### src/core/gsc_pkg.sv
// Package for the gated sixteen-bit counter: constants, enums and carrier structs.
// Assumes a single 25 MHz system clock; no register bus, control bits are plain ports.
package gsc_pkg;
    localparam int CNT_W = 16;
    localparam int PRE_W = 3;
    localparam logic [15:0] CNT_RST = 16'h0000;
    localparam logic [2:0] PRE_RST = 3'h0;
    localparam int BYTE_LO_LSB = 0;
    localparam int BYTE_HI_LSB = 8;

    typedef enum logic [1:0] {
        GSC_GATE_PIN = 2'h0,
        GSC_GATE_TMR = 2'h1,
        GSC_GATE_CMP1 = 2'h2,
        GSC_GATE_CMP2 = 2'h3
    } gsc_gate_e;

    // Control bits gathered as one carrier
    typedef struct packed {
        logic on;
        logic ext_clk_sel;
        logic sync_disable_bit;
        logic [1:0] prescale_select;
        logic gate_enable_bit;
        logic gate_polarity_bit;
        gsc_gate_e gate_source_select;
        logic cmp_sync_en;
        logic ovf_int_en;
    } gsc_ctrl_s;

    // Byte write strobes with data
    typedef struct packed {
        logic wr_lo;
        logic wr_hi;
        logic [7:0] data;
    } gsc_wr_s;
endpackage

### src/core/gsc_counter.sv
// Gated sixteen-bit counter with prescaler, gate selection and byte access.
// Assumes pins and comparator outputs are asynchronous; the companion overflow is on-clock.
`timescale 1ns/1ps
module gsc_counter (
    // Clock and reset
    input wire logic clock_i,
    input wire logic srst_i,
    // Control
    input wire gsc_pkg::gsc_ctrl_s ctrl_i,
    input wire gsc_pkg::gsc_wr_s wr_i,
    input wire logic ovf_clr_i,
    input wire logic sleep_i,
    // External sources
    input wire logic ext_clk_i,
    input wire logic gate_pin_i,
    input wire logic companion_timer_overflow_i,
    input wire logic first_comparator_output_i,
    input wire logic second_comparator_output_i,
    // Status
    output logic [7:0] count_low_byte_o,
    output logic [7:0] count_high_byte_o,
    output logic ovf_flag_o,
    output logic irq_o,
    output logic wake_o
);
    logic [1:0] pin_s;
    logic [1:0] cmp_s;
    logic ext_ff;
    logic ext_d_ff;
    logic [2:0] pre_ff;
    logic [15:0] cnt_ff;
    logic [15:0] nxt_cnt;
    logic gate_sel;
    logic gate_ok;
    logic tick;
    logic pre_hit;
    logic inc;
    logic wr_any;
    logic run;
    logic ovf_evt;
    logic [1:0] cmp_tick_ff;

    // Prescale terminal test; at or past the limit counts as done, so lowering
    // the ratio with a part count left over cannot wrap through all eight states
    function automatic logic pre_done(input logic [2:0] p, input logic [1:0] sel);
        logic [2:0] lim;
        lim = 3'((4'h1 << sel) - 4'h1);
        return p >= lim;
    endfunction

    // External clock and gate pin cross into the clock domain
    gsc_sync2 #(.W(2)) u_pin_sync (
        .clock_i(clock_i),
        .srst_i(srst_i),
        .d_i({ext_clk_i, gate_pin_i}),
        .q_o(pin_s)
    );

    // Comparator outputs, synchronised copy feeding both gate paths
    gsc_sync2 #(.W(2)) u_cmp_sync (
        .clock_i(clock_i),
        .srst_i(srst_i),
        .d_i({second_comparator_output_i, first_comparator_output_i}),
        .q_o(cmp_s)
    );

    // Synchronised comparator copy moves only on count-source ticks, so the
    // gate level cannot change between two count-source ticks
    always_ff @(posedge clock_i) begin
        if (srst_i) begin
            cmp_tick_ff <= 2'h0;
        end else if (tick) begin
            cmp_tick_ff <= cmp_s;
        end
    end

    // Extra sync stage; bypassed when sync is disabled, so a mode change may
    // drop or add one edge, which is accepted behaviour
    always_ff @(posedge clock_i) begin
        if (srst_i) begin
            ext_ff <= 1'b0;
            ext_d_ff <= 1'b0;
        end else begin
            ext_ff <= pin_s[1];
            ext_d_ff <= ctrl_i.sync_disable_bit ? pin_s[1] : ext_ff;
        end
    end

    // Count source tick: rising edge of external clock or every system clock outside sleep
    always_comb begin
        if (ctrl_i.ext_clk_sel) begin
            tick = ctrl_i.sync_disable_bit ? (pin_s[1] & ~ext_d_ff)
                                           : (ext_ff & ~ext_d_ff);
        end else begin
            // Internal clock stops in sleep; external keeps going, synced or not
            tick = ~sleep_i;
        end
    end

    // Gate source selection
    always_comb begin
        unique case (ctrl_i.gate_source_select)
            gsc_pkg::GSC_GATE_PIN: gate_sel = pin_s[0];
            gsc_pkg::GSC_GATE_TMR: gate_sel = companion_timer_overflow_i;
            gsc_pkg::GSC_GATE_CMP1: gate_sel = ctrl_i.cmp_sync_en ? cmp_tick_ff[0]
                                                                 : cmp_s[0];
            gsc_pkg::GSC_GATE_CMP2: gate_sel = ctrl_i.cmp_sync_en ? cmp_tick_ff[1]
                                                                 : cmp_s[1];
        endcase
    end

    // Plain comparator path is faster but may change between two ticks
    assign gate_ok = ~ctrl_i.gate_enable_bit
                   | (gate_sel == ctrl_i.gate_polarity_bit);
    assign run = ctrl_i.on & gate_ok & (~sleep_i | ctrl_i.ext_clk_sel);
    assign wr_any = wr_i.wr_lo | wr_i.wr_hi;
    assign pre_hit = pre_done(pre_ff, ctrl_i.prescale_select);
    assign inc = run & tick & pre_hit;
    // A write in the rollover cycle replaces the count, so no overflow then
    assign ovf_evt = inc & (cnt_ff == 16'hFFFF) & ~wr_any;

    // Prescale counter, hidden from software
    always_ff @(posedge clock_i) begin
        if (srst_i) begin
            pre_ff <= gsc_pkg::PRE_RST;
        end else if (wr_any) begin
            pre_ff <= gsc_pkg::PRE_RST;
        end else if (run & tick) begin
            pre_ff <= pre_hit ? gsc_pkg::PRE_RST : 3'(pre_ff + 3'h1);
        end
    end

    // Byte writes win over an increment; software is expected to stop first
    always_comb begin
        nxt_cnt = inc ? 16'(cnt_ff + 16'h0001) : cnt_ff;
        if (wr_i.wr_lo) begin
            nxt_cnt[gsc_pkg::BYTE_LO_LSB +: 8] = wr_i.data;
        end
        if (wr_i.wr_hi) begin
            nxt_cnt[gsc_pkg::BYTE_HI_LSB +: 8] = wr_i.data;
        end
    end

    always_ff @(posedge clock_i) begin
        if (srst_i) begin
            cnt_ff <= gsc_pkg::CNT_RST;
        end else begin
            cnt_ff <= nxt_cnt;
        end
    end

    // Read bytes are registered copies, always coherent in the clock domain
    always_ff @(posedge clock_i) begin
        if (srst_i) begin
            count_low_byte_o <= 8'h00;
            count_high_byte_o <= 8'h00;
        end else begin
            count_low_byte_o <= cnt_ff[gsc_pkg::BYTE_LO_LSB +: 8];
            count_high_byte_o <= cnt_ff[gsc_pkg::BYTE_HI_LSB +: 8];
        end
    end

    // Overflow flag; a set in the clear cycle wins
    always_ff @(posedge clock_i) begin
        if (srst_i) begin
            ovf_flag_o <= 1'b0;
            irq_o <= 1'b0;
            wake_o <= 1'b0;
        end else begin
            if (ovf_evt) begin
                ovf_flag_o <= 1'b1;
            end else if (ovf_clr_i) begin
                ovf_flag_o <= 1'b0;
            end
            irq_o <= ctrl_i.ovf_int_en & (ovf_flag_o | ovf_evt);
            wake_o <= sleep_i & ctrl_i.ovf_int_en & ovf_flag_o;
        end
    end

    chk_ovf_sets: assert property (@(posedge clock_i) disable iff (srst_i)
        (inc && cnt_ff == 16'hFFFF && !wr_any) |=> ovf_flag_o && cnt_ff == 16'h0000)
        else $error("overflow flag not set on rollover");
    chk_gate_holds: assert property (@(posedge clock_i) disable iff (srst_i)
        (!gate_ok && !wr_any) |=> $stable(cnt_ff))
        else $error("count moved while gate closed");
    chk_write_clears_pre: assert property (@(posedge clock_i) disable iff (srst_i)
        wr_any |=> pre_ff == 3'h0)
        else $error("prescaler not cleared by write");
    chk_div_one: assert property (@(posedge clock_i) disable iff (srst_i)
        (ctrl_i.prescale_select == 2'h0 && run && tick && !wr_any)
        |=> cnt_ff == 16'($past(cnt_ff) + 16'h0001))
        else $error("divide by one did not increment");
    chk_pre_bound: assert property (@(posedge clock_i) disable iff (srst_i)
        (ctrl_i.prescale_select == 2'h3 && pre_ff != 3'h7 && run && tick && !wr_any)
        |=> $stable(cnt_ff) && pre_ff == 3'($past(pre_ff) + 3'h1))
        else $error("divide by eight counted early");
    chk_gate_pin_sel: assert property (@(posedge clock_i) disable iff (srst_i)
        ctrl_i.gate_source_select == gsc_pkg::GSC_GATE_PIN |-> gate_sel == pin_s[0])
        else $error("gate pin not selected");
    chk_gate_tmr_sel: assert property (@(posedge clock_i) disable iff (srst_i)
        ctrl_i.gate_source_select == gsc_pkg::GSC_GATE_TMR
        |-> gate_sel == companion_timer_overflow_i)
        else $error("companion overflow not selected");
    chk_cmp_sync: assert property (@(posedge clock_i) disable iff (srst_i)
        (ctrl_i.gate_source_select[1] && ctrl_i.cmp_sync_en && !tick)
        ##1 (ctrl_i.cmp_sync_en && $stable(ctrl_i.gate_source_select)) |-> $stable(gate_sel))
        else $error("synchronised comparator moved between ticks");
    chk_read_lag: assert property (@(posedge clock_i) disable iff (srst_i)
        ##1 {count_high_byte_o, count_low_byte_o} == $past(cnt_ff))
        else $error("read bytes not coherent");
    chk_sleep_async: assert property (@(posedge clock_i) disable iff (srst_i)
        (sleep_i && !ctrl_i.ext_clk_sel && !wr_any) |=> $stable(cnt_ff))
        else $error("internal clock counted in sleep");
    chk_wake_raised: assert property (@(posedge clock_i) disable iff (srst_i)
        (sleep_i && ctrl_i.ovf_int_en && ovf_flag_o) |=> wake_o)
        else $error("wake not raised on overflow in sleep");
    chk_irq_on_ovf: assert property (@(posedge clock_i) disable iff (srst_i)
        (ovf_evt && ctrl_i.ovf_int_en) |=> irq_o && ovf_flag_o)
        else $error("interrupt not raised on rollover");
endmodule

### src/core/gsc_sync2.sv
// Two-flop level synchroniser.
// Assumes the input is a level from outside the clock domain.
`timescale 1ns/1ps
module gsc_sync2 #(
    parameter int W = 1
) (
    // Clock and reset
    input wire logic clock_i,
    input wire logic srst_i,
    // Data
    input wire logic [W-1:0] d_i,
    output logic [W-1:0] q_o
);
    logic [W-1:0] meta_ff;

    // First stage is read only by the second
    always_ff @(posedge clock_i) begin
        if (srst_i) begin
            meta_ff <= '0;
            q_o <= '0;
        end else begin
            meta_ff <= d_i;
            q_o <= meta_ff;
        end
    end
endmodule
### config.mk
export PLATFORM = sky130hd
export DESIGN_NAME = gsc_counter
export DESIGN_NICKNAME = d
export VERILOG_FILES = /design/src/core/gsc_pkg.sv /design/src/core/gsc_counter.sv /design/src/core/gsc_sync2.sv
export SDC_FILE = /design/constraint.sdc
export NUM_CORES = 1
export LEC_CHECK = 0
export CORE_AREA = 2 2 84 86
export CTS_CLUSTER_DIAMETER = 50
export DETAILED_ROUTE_END_ITERATION = 8
export DIE_AREA = 0 0 86 88
export DONT_BUFFER_PORTS = 1
export SLEW_MARGIN = 20
export SYNTH_ARGS = -nofsm -noshare
export SYNTH_HDL_FRONTEND = slang
export SYNTH_SLANG_ARGS = --single-unit
### constraint.sdc
create_clock -name clock_i -period 5.6 [get_ports clock_i]
set_clock_uncertainty 0.2 [all_clocks]
set_input_delay 0.28 -clock clock_i [delete_from_list [all_inputs] [get_ports clock_i]]
set_output_delay 0.28 -clock clock_i [all_outputs]
set_load 0.1 [all_outputs]
Yosys cells after proc, flatten, opt, wreduce, memory -nomap -nowiden
Index checks and enable logic that the tools add are counted.
{"block": "word_totals", "out_inout_bits": 19, "reg_bits": 50}
{"block": "op_classes", "shift": 1, "n_reduce_logical": 5, "n_eq_ne": 5, "n_bitwise": 19, "mux": 12, "n_addsub": 3, "order_cmp": 1}
{"cell": "$add A16 B1 Y16 const B", "count": 1}
{"cell": "$eq A16 B16 Y1 const B", "count": 1}
{"cell": "$mux W16", "count": 1}
{"cell": "$mux W8", "count": 2}
{"cell": "$and A1 B1 Y1", "count": 11}
{"cell": "$mux W1", "count": 7}
{"cell": "$reduce_bool A2 Y1", "count": 3}
{"cell": "$eq A2 B2 Y1 const B", "count": 2}
{"cell": "$not A1 Y1", "count": 4}
{"cell": "$or A1 B1 Y1", "count": 4}
{"cell": "$pmux W1 S4", "count": 1}
{"cell": "$add A3 B1 Y3 const B", "count": 1}
{"cell": "$ge A3 B3 Y1", "count": 1}
{"cell": "$mux W3", "count": 1}
{"cell": "$shl A1 B2 Y3 const A", "count": 1}
{"cell": "$sub A3 B1 Y3 const B", "count": 1}
{"cell": "$eq A2 B1 Y1 const B", "count": 1}
{"cell": "$logic_not A2 Y1", "count": 1}
{"cell": "$reduce_or A2 Y1", "count": 1}
{"cell": "$eq A1 B1 Y1", "count": 1}

Logic depth before layout (Yosys ltp)
Gate-level depths: netlist of run 1.
{"block": "depth", "word_depth": 12, "depth_mapped": 7}

Cells and area by module
Synthesis of run 1 repeated with hierarchy kept, for this count alone.
{"block": "hier_totals", "cells_unflattened": 246, "hier_area_um2": 2212.1}
{"module": "gsc_counter", "area_each_um2": 2001.9, "cells_per_inst": 230, "n_inst": 1}
{"module": "gsc_sync2", "area_each_um2": 105.1, "cells_per_inst": 8, "n_inst": 2}

Least setup slack after synthesis of run 1
Ideal clock, no wire load.
{"block": "synth_path", "path_type": "input to register", "startpoint": "in ctrl_i[7] (netlist bit)", "endpoint": "reg cnt_ff[6]", "path_stages": 7, "required_time_ns": 5.309, "setup_time_ns": 0.091, "setup_slack_ns": 3.094, "arrival_time_ns": 2.215, "cell_sequence": "or2_2 ha_1 nor2b_1 o21a_1 or4_4 or4_1 a311oi_1"}
{"block": "synth_via", "elab_chain_len": 5}
{"item": "start, declared", "line_no": "gsc_counter.sv:9", "rtl": "input wire gsc_pkg::gsc_ctrl_s ctrl_i,"}
{"item": "$shl A1 B2 Y3", "line_no": "gsc_counter.sv:47", "rtl": "lim = 3'((4'h1 << sel) - 4'h1);"}
{"item": "$sub A3 B1 Y3", "line_no": "gsc_counter.sv:47"}
{"item": "$ge A3 B3 Y1", "line_no": "gsc_counter.sv:48", "rtl": "return p >= lim;"}
{"item": "$and A1 B1 Y1", "line_no": "gsc_counter.sv:118", "rtl": "assign inc = run & tick & pre_hit;"}
{"item": "$reduce_bool A2 Y1 (no line)"}
{"item": "end signal, assigned", "line_no": "gsc_counter.sv:146", "rtl": "cnt_ff <= gsc_pkg::CNT_RST;"}
{"item": "end signal, assigned", "line_no": "gsc_counter.sv:148", "rtl": "cnt_ff <= nxt_cnt;"}
{"item": "end, declared", "line_no": "gsc_counter.sv:31", "rtl": "logic [15:0] cnt_ff;"}
Every way passes these cells.
A chain may end at the register's enable or synchronous reset.

Worst setup path in the final report of run 1
{"block": "layout_path", "startpoint": "reg u_pin_sync.q_o[1]", "endpoint": "reg ovf_flag_o"}
{"block": "layout_via", "elab_chain_len": 8, "elab_cells_between_ends": 9, "classes_between": "mux (3); bitwise (5); reduce/logical (1)"}
{"item": "start, declared", "line_no": "gsc_sync2.sv:12", "rtl": "output logic [W-1:0] q_o"}
{"item": "start signal, assigned", "line_no": "gsc_sync2.sv:23", "rtl": "q_o <= meta_ff;"}
{"item": "$and A1 B1 Y1 *", "line_no": "gsc_counter.sv:92", "rtl": "tick = ctrl_i.sync_disable_bit ? (pin_s[1] & ~ext_d_ff)"}
{"item": "$mux W1 *", "line_no": "gsc_counter.sv:92"}
{"item": "$mux W1 *", "line_no": "gsc_counter.sv:91", "rtl": "if (ctrl_i.ext_clk_sel) begin"}
{"item": "$and A1 B1 Y1 * (2 in a row)", "line_no": "gsc_counter.sv:118"}
{"item": "$and A1 B1 Y1 * (2 in a row)", "line_no": "gsc_counter.sv:120", "rtl": "assign ovf_evt = inc & (cnt_ff == 16'hFFFF) & ~wr_any;"}
{"item": "$mux W1 / $reduce_bool A2 Y1 (equally long branches)"}
{"item": "end signal, assigned", "line_no": "gsc_counter.sv:166", "rtl": "ovf_flag_o <= 1'b0;"}
{"item": "end signal, assigned", "line_no": "gsc_counter.sv:171", "rtl": "ovf_flag_o <= 1'b1;"}
{"item": "end signal, assigned", "line_no": "gsc_counter.sv:173", "rtl": "ovf_flag_o <= 1'b0;"}
{"item": "end, declared", "line_no": "gsc_counter.sv:22", "rtl": "output logic ovf_flag_o,"}
Mark *: on every way between the ends. The rest lies on a longest branch, timed or not.

==> results by group, run 1 <==
Worst setup path
  – Arr. time, crit path: 3.03 ns
  – CP max stage cell: or4_1
  – Cell chain of the critical path: mux2i_1 > o22ai_1 > nand2_1 > or4_1 > a21oi_1 > dlygate4sd3_1
  – R2R Setup Slk: 2.63 ns
  – Slowest cell delay on critical path: 0.67 ns
  – Worst R2R Path Depth: 6
  – Crit end category: register
  – Critical path launch point type: register
  – Worst EP required: 5.65 ns
  – FF-to-FF Start: u_pin_sync.q_o[1]
  – Worst setup path class: reg2reg
  – CP Max Fanout: 13
  – Reg2reg end: ovf_flag_o

Status
  – Outcome: complete, no violations

Clock tree
  – CTS buffer count: 5
  – Clock sinks: 50
  – Clock Latency Late Sink: approximately 0.31 ns
  – H-tree depth: 2
  – Root buffer cell: clkbuf_8
  – Longest Clk Path Bufs: 2
  – Worst-path clk slew: 0.10 ns
  – CTS tree: built
  – CTS resizes: 0

Floorplanning
  – Starting Density: 0.339
  – Total core area: roughly 6600 um^2
  – Die Width: around 86 um
  – Die Ht: 88 um
  – Full die area: 7570 um^2
  – # rows: 30
  – I/O Pins: 49

Global routing
  – Vias in the first global route: 1,784
  – Pin count of the biggest net entering global routing: 47
  – GRT Total Usage: 0.145
  – First-pass GRT wire length: 8.67 mm
  – Initial antenna violation count: 0
  – GRT overflow: 0

Synth
  – Post-synth top flop: dfxtp_1
  – Async set or reset register ratio after synthesis: 0
  – Seq/Total Area, Yosys: 0.445
  – YS warnings: 0
  – FF+latch count, synth: 50
  – Synth Area in Compound Gates: 0.184
  – Mapped Area: 2250 um^2
  – Syn Inst Count: 253
  – Post-synthesis xor/xnor area fraction: 0
  – Post-synth EDFFs: 0
  – Net count after synthesis: between 200 and 300
  – Syn Area/Cell: a little under 9 um^2
  – Mux share of post-synthesis cell area: 0.0306
  – Simple-gate share of the synthesized area: 0.273
  – Synth Area in Adders: 0.0278
  – Post-synth cell types: 45
  – Main combinational cell family by area after synthesis: simple AND/OR/NAND/NOR gates

Hold path
  – Min-Delay Path Class: in2reg
  – Min-Delay Path Depth: 2
  – Hold Startpoint: ctrl_i[8]
  – Hold EP: ext_d_ff

Routing
  – # DRC: 0
  – Total Wirelength: 5.35 mm
  – DR vias/cell: 5.48
  – DRT iter0 DRCs: 143
  – Wire length per cell: between 15 and 20 um
  – ANT nets after route: 0
  – Via Count: 1,896
  – Initial DRT Pass Iterations: 4

Timing
  – Slew @ Worst Pin: 1.01 ns
  – Min Clock Period, post-route: 2.97 ns
  – RSZ-0062 raised after global routing: false
  – Setup violators final: 0
  – Final hold vios: 0
  – Fmax: 0.337 GHz
  – Rel. slew slack: 0.323
  – Setup TNS: 0 ns
  – Period utilisation layout: 0.531
  – Slew Viols, Final: 0

Layout
  – Commonest non-fill, non-tap cell in the layout: dfxtp_1
  – FF/Latch Area: 1000 um^2
  – Multi-input logic area: 1160 um^2
  – Fin util: 0.393
  – # diodes: 0
  – Layout cells sized above 1: 0.0752
  – Most frequent cells in the layout: dfxtp_1, nor2b_1, nor2_1
  – Filler instances: 672
  – Layout area overhead: 16.0%
  – Nets: 300

Power and ir drop
  – Pwr dens: 305 nW/um^2
  – Leak: 0.912 nW
  – Worst vdd ir: 103 uV

Place
  – Hpwl dp: 3.60 mm
  – I/O Buffers: 0
  – Gpl congestion: 0.803

Run
  – Max Cap Viol: 0
-- synthesized netlist by cell type, types with 3 or more instances --
cell type / n / area [um^2]
or3_1: 3 / 18.8
nor2_1: 20 / 75.1
a311oi_1: 7 / 61.3
ha_1: 5 / 62.6
nand3_1: 11 / 55.1
a21oi_1: 10 / 50.1
o21ai_1: 9 / 45.0
o31ai_1: 9 / 67.6
nor2b_1: 27 / 169
nand4_1: 6 / 37.5
inv_1: 10 / 37.5
nor3_1: 5 / 25.0
o31a_1: 8 / 70.1
buf_2: 3 / 15.0
or4_1: 9 / 67.6
nor4_1: 4 / 25.0
dfxtp_1: 50 / 1000
a31oi_1: 3 / 18.8
nand2_1: 14 / 52.6
clkbuf_1: 7 / 26.3
-- worst max-delay path: cells and delay by family (launching register included) --
kind	cells	cell delay (ns)
AO/OA/AOI/OAI	2	0.64
buffers and inverters	1	0.55
flip-flops	1	0.33
multiplexers	1	0.12
AND/OR/NAND/NOR	2	1.08
-- registers in the layout, indices dropped and copies added, names as in the netlist --
name and count:
ext_d_ff 1, u_cmp_sync.meta_ff 2, pre_ff 3, count_low_byte_o 8
u_pin_sync.meta_ff 2, wake_o 1, cnt_ff 16, u_cmp_sync.q_o 2
ovf_flag_o 1, count_high_byte_o 8, u_pin_sync.q_o 2, cmp_tick_ff 2
irq_o 1, ext_ff 1
-- cell families (layout without fill, tap and decap cells) --
logic type,after synthesis,after routing
compound gates,58,58
simple gates,111,111
fa+ha+maj,5,5
buf+inv,23,36
mux,6,6
flops,50,50
-- through the flow --
step / setup WS [ns] / instance area, um^2 / hold slack (ns) / std cells / power, mW
after floorplan: 3.09 / 2250 / 0.208 / 253 / 0.480
after global routing: 2.38 / 2610 / 0.0316 / 346 / 0.827
final: 2.63 / 2610 / 0.00730 / 346 / 0.796
after global placement: 2.95 / 2310 / 0.156 / 323 / 0.488
after CTS: 2.63 / 2610 / 0.00161 / 346 / 0.804
after detailed placement: 2.88 / 2310 / 0.155 / 323 / 0.489
-- metal layers --
metal,part of all wire,vias to the layer above,GRT usage
met5,0,-,0
met4,0.011,0,0.0404
met3,0.051,5,0.0339
met2,0.47,57,0.234
met1,0.46,878,0.194
li1,-,956,-
-- final cells by class --
cell class              count  share of cell area
clock inverters             3              0.0264
clock buffers               5              0.0264
inverters                  12              0.0172
multi-input cells         180               0.444
well taps                  80              0.0383
flip-flops and latches     50               0.383
repair buffers             16              0.0642
-- repair_timing --
| action | in CTS | in global routing |
|---|---|---|
| hold endpoints to repair | 47 | 0 |
| setup buffers | 0 | 0 |
| hold buffers | 15 | 0 |
-- worst max-delay path by stage --
| stage | start | end | slack (ns) | cells past startpoint |
|---|---|---|---|---|
| 2_1_floorplan | ctrl_i[7] | cnt_ff[6] | 3.09 | 7 |
| 3_3_place_gp | ctrl_i[7] | cnt_ff[3] | 2.95 | 7 |
| 3_5_place_dp | ctrl_i[7] | cnt_ff[3] | 2.88 | 7 |
| 4_1_cts | u_pin_sync.q_o[1] | ovf_flag_o | 2.63 | 6 |
| 5_1_grt | u_pin_sync.q_o[1] | ovf_flag_o | 2.38 | 6 |
| 6_report | u_pin_sync.q_o[1] | ovf_flag_o | 2.63 | 6 |
-- where the power goes --
group / leakage [nW] / internal (mW) / total, mW / switching [mW]
Combinational: 0.432 / 0.0325 / 0.0704 / 0.0379
Sequential: 0.411 / 0.372 / 0.426 / 0.0536
Clock: 0.0683 / 0.179 / 0.300 / 0.121
Note: power is estimated with default switching activity, not from simulation.
==> inputs of run 2 (changes only) <==
Clock period 5.6 ns to 2.6 ns, I/O delays scaled along.
==> results by group, run 2 (same netlist as run 1, synthesis figures left out) <==
Status
  – Outcome: complete, no violations

Layout
  – # diodes: 0
  – Regs by FF count: cnt_ff: 16 flops, count_high_byte_o: 8 flops, count_low_byte_o: 8 flops
  – Most frequent cells in the layout: dfxtp_1, nor2b_1, dlygate4sd3_1
  – Layout area overhead: 23.3%
  – Largest Register: cnt_ff
  – Layout cells sized above 1: 0.102
  – Fin cells: between 300 and 400
  – Nets: 317
  – Commonest non-fill, non-tap cell in the layout: dfxtp_1
  – Max reg flops: 16

Timing
  – Final hold vios: 0
  – Rel. slew slack: 0.368
  – RSZ-0062 raised after global routing: false
  – Slew Viols, Final: 0
  – Slew @ Worst Pin: between 0.9 and 1 ns
  – Setup violators final: 0
  – Min Clock Period, post-route: roughly 2.4 ns
  – Fmax: between 0.4 and 0.5 GHz
  – Setup TNS: 0 ns
  – Period utilisation layout: 0.934

Power and ir drop
  – Worst vdd ir: 204 uV
  – Leak: 0.991 nW
  – Pwr dens: about 630 nW/um^2

Global routing
  – Initial antenna violation count: 0
  – First-pass GRT wire length: 8.96 mm
  – Vias in the first global route: 1,832
  – GRT Total Usage: 0.152
  – GRT overflow: 0
  – Pin count of the biggest net entering global routing: 51

Place
  – Gpl congestion: 0.795
  – Dpl cells: 331
  – Hpwl dp: around 3.8 mm
  – I/O Buffers: 0

Clock tree
  – Clock Latency Late Sink: roughly 0.3 ns
  – Setup bufs post-CTS: 0
  – Worst-path clk slew: approximately 0.090 ns
  – CTS buffer count: 5
  – H-tree depth: 2
  – Clock sinks: 50
  – CTS tree: built
  – Longest Clk Path Bufs: 2
  – Root buffer cell: clkbuf_8

Floorplanning
  – Die Width: 86 um
  – I/O Pins: roughly 50
  – Total core area: 6640 um^2
  – Full die area: 7570 um^2
  – Die Ht: 88 um
  – Starting Density: 0.339
  – # rows: 30

Routing
  – Initial DRT Pass Iterations: 4
  – M1 wire length: 2.50 mm
  – DRT iter0 DRCs: 100
  – Via Count: 1,914
  – Total Wirelength: roughly 5.4 mm
  – Top sig layer: met4
  – # DRC: 0
  – WL met2: 2.55 mm
  – DR vias/cell: 5.27
  – ANT nets after route: 0
  – Met3 WL: 245 um
  – Wire length per cell: between 10 and 15 um

Worst setup path
  – Arr. time, crit path: about 2.5 ns
  – CP Max Fanout: 4
  – R2R Setup Slk: about 0.17 ns
  – Critical path launch point type: register
  – Reg2reg end: cnt_ff[6]
  – Crit end category: register
  – Worst R2R Path Depth: 7
  – End of the critical path: cnt_ff[6]
  – Worst EP required: about 2.6 ns
  – Setup crit start: pre_ff[0]
  – FF-to-FF Start: pre_ff[0]
  – Worst setup path class: reg2reg

Hold path
  – Min-Delay Path Class: in2reg

Run
  – Max Cap Viol: 0
run 2: cell count changes in the layout (fill, tap and decap cells not counted):
cell	before	now
buf_12	1	2
buf_4	1	8
dfxtp_1	50	49
dfxtp_2	0	1
dlygate4sd3_1	14	23
run 2: how the worst min path moves through the flow:
stage / start / endpoint / slack [ns] / depth (start not counted)
6_report: ctrl_i[9] / cmp_tick_ff[1] / 0.0004 / 3
5_1_grt: ctrl_i[9] / cmp_tick_ff[1] / 0.002 / 3
4_1_cts: ctrl_i[9] / cmp_tick_ff[1] / 0.005 / 3
3_5_place_dp: srst_i / cmp_tick_ff[0] / 0.009 / 1
3_3_place_gp: srst_i / u_cmp_sync.meta_ff[1] / 0.007 / 1
2_1_floorplan: first_comparator_output_i / u_cmp_sync.meta_ff[0] / 0.06 / 1
run 2: power breakdown:
part           internal, mW  leakage [nW]  switching [mW]  total [mW]
Clock                 0.385        0.0683           0.259       0.645
Combinational        0.0847         0.511          0.0889       0.174
Sequential            0.802         0.412           0.116       0.918
run 2: stage by stage:
step / area [um^2] / hold WS (ns) / total power [mW] / setup slack [ns] / utilization
after floorplan: 2250 / 0.0582 / 1.03 / 0.244 / -
after global placement: 2390 / 0.00669 / 1.06 / 0.191 / 0.359
after detailed placement: 2390 / 0.00887 / 1.06 / 0.151 / 0.359
after CTS: 2770 / 0.00502 / 1.76 / 0.152 / 0.418
after global routing: 2780 / 0.00237 / 1.82 / 0.00839 / 0.418
final: 2780 / 0.000383 / 1.74 / 0.171 / 0.418
run 2: critical path: stages, from the launching register on:
cell	delay, ns
dfxtp_2	0.35
inv_1	0.06
ha_1	0.27
nor2b_1	0.05
o21a_1	0.20
or4_4	0.55
or4_1	0.40
a311oi_1	0.26
run 2: timing repair:
| action | in CTS | in global routing |
|---|---|---|
| hold buffers | 24 | 0 |
| gates resized for setup | 0 | 1 |
| setup endpoints to repair | 0 | 1 |
| hold endpoints to repair | 50 | 0 |
run 2: area by class of cell:
cell class | count | area [um^2]
fillers | 661 | 3870
multi-input cells | 180 | 1160
flip-flops and latches | 50 | 1000
repair buffers | 33 | 330
well taps | 80 | 100
clock buffers | 5 | 68.8
clock inverters | 3 | 68.8
inverters | 12 | 45.0
run 2: per-layer routing:
metal	track usage	vias to the layer above
li1	-	984
met5	0	-
met3	0.0396	6
met1	0.189	882
met2	0.257	42
met4	0.0519	0
